### src/verilog/drps_pkg.sv
package drps_pkg;
  // ==========================================================
  // clock and time base
  localparam int unsigned CLK_HZ        = 50_000_000;
  localparam int unsigned NS_PER_CYCLE  = 20;
  localparam int unsigned REJECT_US     = 5;
  localparam int unsigned VALID_US      = 10;
  localparam int unsigned DONE_IN_MS    = 5;
  localparam int unsigned DONE_OUT_MS   = 120;
  localparam int unsigned CMD_WAIT_MS   = 5;
  localparam int unsigned SLPOUT_WAIT_MS = 120;
  localparam int unsigned SUPPLY_RST_MS = 10;
  localparam int unsigned RST_CMD_MS    = 10;
  localparam int unsigned DISPON_MS     = 60;
  localparam int unsigned SLPIN_RST_MS  = 83;
  // cycle counts: least times round up, longest round down
  localparam int unsigned REJECT_CYC   = (REJECT_US * 1000) / NS_PER_CYCLE;
  localparam int unsigned VALID_CYC    = (VALID_US * 1000 + NS_PER_CYCLE - 1) / NS_PER_CYCLE;
  localparam int unsigned DONE_IN_CYC  = (DONE_IN_MS * 1000) * (1000 / NS_PER_CYCLE);
  localparam int unsigned DONE_OUT_CYC = (DONE_OUT_MS * 1000) * (1000 / NS_PER_CYCLE);
  localparam int unsigned CMD_WAIT_CYC = (CMD_WAIT_MS * 1000) * (1000 / NS_PER_CYCLE);
  localparam int unsigned SLPOUT_WAIT_CYC = (SLPOUT_WAIT_MS * 1000) * (1000 / NS_PER_CYCLE);
  localparam int unsigned SUPPLY_RST_CYC = (SUPPLY_RST_MS * 1000) * (1000 / NS_PER_CYCLE);
  localparam int unsigned RST_CMD_CYC  = (RST_CMD_MS * 1000) * (1000 / NS_PER_CYCLE);
  localparam int unsigned DISPON_CYC   = (DISPON_MS * 1000) * (1000 / NS_PER_CYCLE);
  localparam int unsigned SLPIN_RST_CYC = (SLPIN_RST_MS * 1000) * (1000 / NS_PER_CYCLE);
  localparam int unsigned CNT_W        = 24;
  localparam int unsigned OTP_W        = 8;
  localparam int unsigned OTP_WORDS    = 4;
  // ==========================================================
  // display commands
  typedef enum logic [1:0] {
    DRPS_CMD_SLEEP_OUT   = 2'h0,
    DRPS_CMD_DISPLAY_ON  = 2'h1,
    DRPS_CMD_DISPLAY_OFF = 2'h2,
    DRPS_CMD_SLEEP_IN    = 2'h3
  } drps_cmd_t;
endpackage : drps_pkg

### src/verilog/drps_if.sv
`timescale 1ns/10ps
// ==========================================================
// reset pin, command strobe, link low-power flag
interface drps_if;
  logic                     reset_n;
  logic                     cmd_valid;
  drps_pkg::drps_cmd_t      cmd;
  logic                     link_ulp;
  modport host   (output reset_n, output cmd_valid, output cmd, output link_ulp);
  modport device (input reset_n, input cmd_valid, input cmd, input link_ulp);
endinterface : drps_if

### src/verilog/drps_device.sv
`timescale 1ns/10ps
// ==========================================================
// display end: reset filter, blanking, OTP load, sleep state
module drps_device #(
  parameter int unsigned DONE_IN_CYCLES  = drps_pkg::DONE_IN_CYC,
  parameter int unsigned DONE_OUT_CYCLES = drps_pkg::DONE_OUT_CYC
) (
  input  wire logic                            i_clk,
  input  wire logic                            i_rst,
  drps_if.device                               link,
  input  wire logic [drps_pkg::OTP_W-1:0]      i_otp_word,
  output logic      [$clog2(drps_pkg::OTP_WORDS)-1:0] o_otp_addr,
  output logic      [drps_pkg::OTP_W-1:0]      o_reg [drps_pkg::OTP_WORDS],
  output logic                                 o_blank,
  output logic                                 o_busy,
  output logic                                 o_sleep_out,
  output logic                                 o_display_on,
  output logic                                 o_full_reset
);
  import drps_pkg::*;

  typedef enum logic [1:0] {
    DRPS_RUN   = 2'b00,
    DRPS_HELD  = 2'b01,
    DRPS_LOAD  = 2'b10
  } drps_state_t;

  // otp address width
  localparam int unsigned AW = $clog2(OTP_WORDS);

  // ==========================================================
  // pin synchroniser; both flops preset high, the pin's idle level,
  // so leaving reset never shows a false low
  logic rst_meta_q;
  logic rst_sync_q;
  always_ff @(posedge i_clk)
  begin
    if (i_rst)
    begin
      rst_meta_q <= 1'b1;
      rst_sync_q <= 1'b1;
    end
    else
    begin
      rst_meta_q <= link.reset_n;
      rst_sync_q <= rst_meta_q;
    end
  end

  // ==========================================================
  // pulse width, sequence state
  drps_state_t        state_q, state_d;
  logic [CNT_W-1:0]   low_q, low_d;
  logic [CNT_W-1:0]   hi_q, hi_d;
  logic [CNT_W-1:0]   tmr_q, tmr_d;
  logic [AW-1:0]      addr_q, addr_d;
  logic               slp_q, slp_d;
  logic               don_q, don_d;
  logic               full_q, full_d;
  logic               was_out_q, was_out_d;
  logic [OTP_W-1:0]   reg_q [OTP_WORDS];
  logic               wr_en;
  logic               rel;

  // next-state logic; run lengths of both pin levels feed one sequence
  always_comb
  begin
    state_d   = state_q;
    low_d     = low_q;
    tmr_d     = tmr_q;
    addr_d    = addr_q;
    slp_d     = slp_q;
    don_d     = don_q;
    full_d    = full_q;
    was_out_d = was_out_q;
    hi_d      = hi_q;
    wr_en     = 1'b0;
    // high run length; a release only counts once it outlasts the
    // reject width, so a high spike cannot cut a held reset short
    if (rst_sync_q && hi_q != CNT_W'(REJECT_CYC))
      hi_d = hi_q + CNT_W'(1);
    else if (!rst_sync_q)
      hi_d = '0;
    rel = rst_sync_q && (hi_q == CNT_W'(REJECT_CYC));
    // low run length, saturating at the full-reset width; kept across
    // short high spikes and cleared only by a real release
    if (!rst_sync_q && low_q != CNT_W'(VALID_CYC))
      low_d = low_q + CNT_W'(1);
    else if (rel)
      low_d = '0;
    unique case (state_q)
      DRPS_RUN:
      begin
        // commands act only here; while busy they are dropped
        if (link.cmd_valid)
        begin
          unique case (link.cmd)
            DRPS_CMD_SLEEP_OUT:   slp_d = 1'b1;
            DRPS_CMD_SLEEP_IN:    slp_d = 1'b0;
            DRPS_CMD_DISPLAY_ON:  don_d = 1'b1;
            DRPS_CMD_DISPLAY_OFF: don_d = 1'b0;
          endcase
        end
        // a low run under the reject width, summed across short high spikes, never leaves this state
        if (!rst_sync_q && low_q >= CNT_W'(REJECT_CYC))
        begin
          state_d   = DRPS_HELD;
          was_out_d = slp_q;
          full_d    = 1'b0;
          don_d     = 1'b0;
          tmr_d     = '0;
        end
      end
      DRPS_HELD:
      begin
        // full reset once the low run reaches the valid width
        if (low_q == CNT_W'(VALID_CYC))
          full_d = 1'b1;
        // completion timer runs from reset start, not from release
        if (tmr_q != '1)
          tmr_d = tmr_q + CNT_W'(1);
        if (rel)
        begin
          state_d = DRPS_LOAD;
          addr_d  = '0;
        end
      end
      DRPS_LOAD:
      begin
        // one otp word per cycle, address walking up from zero
        wr_en  = 1'b1;
        addr_d = addr_q + AW'(1);
        if (tmr_q != '1)
          tmr_d = tmr_q + CNT_W'(1);
        if (addr_q == AW'(OTP_WORDS - 1))
        begin
          // stay blank until the mode's completion time is met
          wr_en = 1'b1;
          addr_d = addr_q;
          if (tmr_q >= CNT_W'(was_out_q ? DONE_OUT_CYCLES : DONE_IN_CYCLES))
          begin
            state_d = DRPS_RUN;
            slp_d   = 1'b0;
          end
        end
        // a fresh long low restarts the hold and keeps the mode
        if (!rst_sync_q && low_q >= CNT_W'(REJECT_CYC))
        begin
          state_d = DRPS_HELD;
          tmr_d   = '0;
        end
      end
      // the spare code falls back to run
      default: state_d = DRPS_RUN;
    endcase
  end

  // registers only
  always_ff @(posedge i_clk)
  begin
    if (i_rst)
    begin
      state_q   <= DRPS_RUN;
      low_q     <= '0;
      hi_q      <= CNT_W'(REJECT_CYC); // pin idles released
      tmr_q     <= '0;
      addr_q    <= '0;
      slp_q     <= 1'b0;
      don_q     <= 1'b0;
      full_q    <= 1'b0;
      was_out_q <= 1'b0;
    end
    else
    begin
      state_q   <= state_d;
      low_q     <= low_d;
      hi_q      <= hi_d;
      tmr_q     <= tmr_d;
      addr_q    <= addr_d;
      slp_q     <= slp_d;
      don_q     <= don_d;
      full_q    <= full_d;
      was_out_q <= was_out_d;
    end
  end

  // ==========================================================
  // internal registers loaded from OTP, one word per cycle
  for (genvar g = 0; g < OTP_WORDS; g++)
  begin : g_reg
    always_ff @(posedge i_clk)
    begin
      if (i_rst)
        reg_q[g] <= '0;
      else if (wr_en && addr_q == AW'(g))
        reg_q[g] <= i_otp_word;
    end
    assign o_reg[g] = reg_q[g];
  end

  // status outputs decoded from registered state
  assign o_otp_addr   = addr_q;
  assign o_blank      = (state_q != DRPS_RUN) || !don_q;
  assign o_busy       = (state_q != DRPS_RUN);
  assign o_sleep_out  = slp_q;
  assign o_display_on = don_q;
  assign o_full_reset = full_q;
endmodule : drps_device

### src/flat_wrapper.sv
// flat-port wrapper written by rule: the top's interface ports become plain ports
module drps_device_flat import drps_pkg::*;
#(
  parameter int unsigned DONE_IN_CYCLES  = drps_pkg::DONE_IN_CYC,
  parameter int unsigned DONE_OUT_CYCLES = drps_pkg::DONE_OUT_CYC
)
  (i_clk, i_rst, i_otp_word, o_otp_addr, o_reg, o_blank, o_busy, o_sleep_out, o_display_on, o_full_reset, link_reset_n, link_cmd_valid, link_cmd, link_link_ulp);
  drps_if link_i ();
  input  wire logic i_clk;
  input  wire logic i_rst;
  input  wire logic [drps_pkg::OTP_W-1:0] i_otp_word;
  output logic      [$clog2(drps_pkg::OTP_WORDS)-1:0] o_otp_addr;
  output logic      [drps_pkg::OTP_W-1:0] o_reg[drps_pkg::OTP_WORDS];
  output logic o_blank;
  output logic o_busy;
  output logic o_sleep_out;
  output logic o_display_on;
  output logic o_full_reset;
  input wire logic [$bits(link_i.reset_n)-1:0] link_reset_n;
  input wire logic [$bits(link_i.cmd_valid)-1:0] link_cmd_valid;
  input wire logic [$bits(link_i.cmd)-1:0] link_cmd;
  input wire logic [$bits(link_i.link_ulp)-1:0] link_link_ulp;
  assign link_i.reset_n = link_reset_n;
  assign link_i.cmd_valid = link_cmd_valid;
  assign link_i.cmd = link_cmd;
  assign link_i.link_ulp = link_link_ulp;
  drps_device #(.DONE_IN_CYCLES(DONE_IN_CYCLES), .DONE_OUT_CYCLES(DONE_OUT_CYCLES)) u_core (.i_clk(i_clk), .i_rst(i_rst), .link(link_i), .i_otp_word(i_otp_word), .o_otp_addr(o_otp_addr), .o_reg(o_reg), .o_blank(o_blank), .o_busy(o_busy), .o_sleep_out(o_sleep_out), .o_display_on(o_display_on), .o_full_reset(o_full_reset));
endmodule
### config.mk
export PLATFORM = sky130hd
export DESIGN_NAME = drps_device_flat
export DESIGN_NICKNAME = d
export VERILOG_FILES = /design/src/verilog/drps_pkg.sv /design/src/verilog/drps_if.sv /design/src/verilog/drps_device.sv /design/src/flat_wrapper.sv
export SDC_FILE = /design/constraint.sdc
export NUM_CORES = 1
export LEC_CHECK = 0
export BUFFER_PORTS_ARGS = -buffer_cell sky130_fd_sc_hd__buf_2
export CAP_MARGIN = 20
export CORE_MARGIN = 2
export CORE_UTILIZATION = 28
export DETAILED_ROUTE_END_ITERATION = 6
export HOLD_SLACK_MARGIN = 0.02
export RECOVER_POWER = 25
export SYNTH_ARGS = -nofsm -noshare
export SYNTH_HDL_FRONTEND = slang
export SYNTH_SLANG_ARGS = --single-unit
### constraint.sdc
create_clock -name i_clk -period 2.3 [get_ports i_clk]
set_clock_uncertainty 0.15 [all_clocks]
set_input_delay 0.115 -clock i_clk [delete_from_list [all_inputs] [get_ports i_clk]]
set_output_delay 0.115 -clock i_clk [all_outputs]
set_load 0.01 [all_outputs]
==> flow_summary.rst <==
.. list-table::
   :header-rows: 1

   * - Metric
     - Value
   * - Syn Area/Cell
     - 9.16 um^2
   * - Number of sinks driven by the clock tree
     - 114
   * - Placed cell area
     - 6920 um^2
   * - Post-synthesis to final-layout area growth
     - 35.3%
   * - Critical register-to-register path endpoint
     - u_core.state_q[1]$_SDFFE_PP0P_
   * - Initial core utilization
     - 28.5%
   * - Number of global-route vias before repair
     - 4727
   * - Critical path endpoint category
     - register
   * - Layout Cells excl Fill
     - 1060
   * - GRT Overall Usage
     - 12.9%
   * - Standard cell core area
     - 20200 um^2
   * - Number of cells produced by synthesis
     - 630
   * - Net count, final
     - 819
   * - Cell area after layout
     - 7800 um^2
   * - Clock tree from TritonCTS
     - yes
   * - Compound-gate portion of the synthesized area
     - 14.6%
   * - Placed Cells
     - 1013
   * - Number of enable flip-flop cells after synthesis
     - 32
   * - Critical Path Start
     - u_core.was_out_q$_SDFFE_PP0P_
   * - FILL cells
     - 2030
   * - First-pass detailed-route iteration total
     - 5
   * - Static Leakage
     - 2.86 nW
   * - Hold Violations, Final
     - 0
   * - Die height
     - 148 um
   * - Boundary pin count
     - 54
   * - Number of violations reported at the end of detailed-routing iteration 0
     - 318
   * - Footprint of the flip-flops and latches
     - 2610 um^2
   * - Die footprint
     - 21800 um^2
   * - Die span in x
     - 148 um
   * - Antenna violations before repair
     - 0
   * - CP Data Required Time
     - 2.50 ns
   * - Power Dens Cells
     - 703 nW/um^2
   * - Largest vdd supply drop
     - 0.000510 V
   * - Worst reg-to-reg path cell count
     - 8
   * - Max-cap violation count
     - 0
   * - Drt drc
     - 0
   * - Post-Synthesis Cell Area
     - 5770 um^2
   * - Fraction of registers with async set/reset
     - 0%
   * - Congestion Overflow GR
     - 0
   * - Library cells used by synthesis
     - 65
   * - Max transition margin
     - 57.1%
   * - Share of cell area taken by muxes after synthesis
     - 1.67%
   * - Data arrival, critical path
     - 2.52 ns
   * - Worst Setup Slack, final
     - -0.0180 ns
   * - Fraction of synthesized cell area in xor and xnor cells
     - 3.64%
   * - Half-perimeter wire length of the detailed placement result
     - 9850 um
   * - Drt wl/cell
     - 13.3 um
   * - Final cycle utilization of the critical path
     - 101%
   * - Worst setup SP type
     - register
   * - Final core occ
     - 38.6%
   * - # setup viols final
     - 2
   * - Crit Path Max Fanout
     - 4
   * - Setup slack of the most critical reg-to-reg path
     - -0.02 ns
   * - Minimum clock period
     - 2.32 ns
   * - Post-Syn Nets
     - 672
   * - Startpoint-to-endpoint class of the critical path
     - register to register
   * - Number of buffers added by the clock tree synthesis step
     - 17
   * - Actual transition at the worst max-transition pin
     - 0.642 ns
   * - Simple-gate portion of the synthesized area
     - 26.0%
   * - Yosys synthesis warning count
     - 0
   * - Fraction of layout cells with a size suffix above 1
     - 22.7%
   * - Maximum number of pins on one net before global-route repair
     - 39
   * - Multi-input gate area in the final layout
     - 3150 um^2
   * - Reg2Reg Launch Point
     - u_core.was_out_q$_SDFFE_PP0P_
   * - Dpl ws
     - -0.104 ns
   * - Count of cells along the worst hold path
     - 5
   * - Clk pin slew, worst setup/hold paths
     - 0.06 ns
   * - Hold wc startpoint
     - link_cmd[0]
   * - Worst hold slack
     - 0.0598 ns
   * - Total vias in the final route
     - 5124
   * - Max Buffers Root-to-Sink
     - 2
   * - Setup TNS
     - -0.0256 ns
   * - ANT cells
     - 0
   * - End point of the worst hold path
     - u_core.o_display_on$_SDFFE_PP0P_
   * - Fmax achieved
     - 0.431 GHz
   * - Power after layout
     - 5.49 mW
   * - Buffer cell driving the clock tree root
     - clkbuf_16
   * - Flops & latches, synth
     - 114
   * - Mean number of vias per cell
     - 4.83
   * - First-pass GRT wire length
     - 22900 um
   * - Clk Latency, worst-skew pair
     - 0.42 ns
   * - Sequential area share after synthesis
     - 45.1%
   * - Predominant post-synthesis flop cell
     - dfxtp_1
   * - Status
     - finished with violations
   * - Port bufs
     - 52
   * - CTS H-tree depth
     - 4
   * - Final wirelength
     - 14100 um
   * - Final Max Tran Viols
     - 0
   * - Class of the most critical hold timing path
     - input pin to register
   * - Main combinational cell family by area after synthesis
     - simple AND/OR/NAND/NOR gates
   * - Core Rows
     - 52
   * - Most common cell after layout, fill and taps aside
     - dfxtp_1
   * - Antenna Nets Post-Route
     - 0
   * - Post-Synth Adder-Cell Area
     - 5.86%
   * - Violations in the final reports
     - setup timing
   * - Unrepaired setup endpoints after global routing
     - yes
   * - Commonest cells after routing, fill and taps aside
     - dfxtp_1, buf_4, nand2_1
   * - Global placer's final weighted congestion
     - 0.791
==> how the worst max path moves through the flow <==
| stage | end | depth (start not counted) |
|---|---|---|
| 4_1_cts | u_core.state_q[1]$_SDFFE_PP0P_ | 8 |
| 3_3_place_gp | u_core.state_q[1]$_SDFFE_PP0P_ | 8 |
| 5_1_grt | u_core.state_q[1]$_SDFFE_PP0P_ | 9 |
| 3_5_place_dp | u_core.state_q[1]$_SDFFE_PP0P_ | 9 |
| 2_1_floorplan | u_core.state_q[1]$_SDFFE_PP0P_ | 8 |
| 6_report | u_core.state_q[1]$_SDFFE_PP0P_ | 8 |
==> Yosys cell counts (7+ instances only) <==
master / instances / area, um^2
a21oi_1: 42 / 210
and2_1: 36 / 225
and4_1: 8 / 70.1
clkbuf_1: 13 / 48.8
dfxtp_1: 82 / 1640
edfxtp_1: 32 / 961
ha_1: 27 / 338
inv_1: 22 / 82.6
nand2_1: 61 / 229
nand3_1: 29 / 145
nand4_1: 11 / 68.8
nor2_1: 55 / 206
nor4_1: 15 / 93.8
o21ai_0: 32 / 160
or2_2: 7 / 43.8
or3_1: 19 / 119
xnor2_1: 10 / 87.6
xor2_1: 14 / 123
==> logic make-up (layout without fill, tap and decap cells) <==
family	Yosys count	after routing
AOI/OAI and AO/OA	132	132
xor gates and xnor gates	24	24
adders and majority gates	27	27
buffers and inverters	44	204
DFF	114	114
muxes	9	9
and+or+nand+nor	280	280
==> power breakdown <==
group          internal [mW]  total [mW]  switching (mW)
Sequential              2.12        2.15          0.0339
Combinational          0.231       0.524           0.293
Clock                   1.82        2.81           0.991
==> timing repair <==
item,in CTS,in global routing
hold buffers,11,0
hold endpoints to repair,34,0
buffers inserted,1,3
pin swaps,7,12
setup endpoints to repair,14,34
gates resized for setup,10,19
==> sequential cells by signal, indices dropped and copies added, names as in the netlist <==
name and count:
u_core.hi_q 24, u_core.low_q 24, u_core.o_display_on 1, u_core.o_full_reset 1, u_core.o_otp_addr 2, u_core.o_sleep_out 1
u_core.reg_q 32, u_core.rst_meta_q 1, u_core.rst_sync_q 1, u_core.state_q 2, u_core.tmr_q 24, u_core.was_out_q 1
==> area by class of cell <==
type	instances	area share (%)
clock buffer	17	5.45
clock inverter	15	2.66
inverter	25	1.23
multi-input combinational	472	40.3
sequential	114	33.4
tap	270	4.33
timing repair buffer	147	12.6
==> routing by layer <==
metal  wire length (um)  vias to the layer above  global-route usage (%)  share of wire (%)
met5                  0                        -                       0                  0
met4                139                        0                    3.80               0.99
met3                586                        8                    2.96                4.2
met2               6120                      113                    19.8                 43
met1               7260                     2409                    18.1                 51
li1                   -                     2594                       -                  -
==> critical path, cell delays in order (launching register included) <==
cell and delay, ns:
dfxtp_2 0.35, inv_4 0.05, ha_4 0.25, or4bb_4 0.44
a211oi_2 0.23, o311ai_2 0.14, a31oi_1 0.24, a2bb2oi_2 0.21
mux2i_1 0.19
Power figures use the tool's default switching activity.
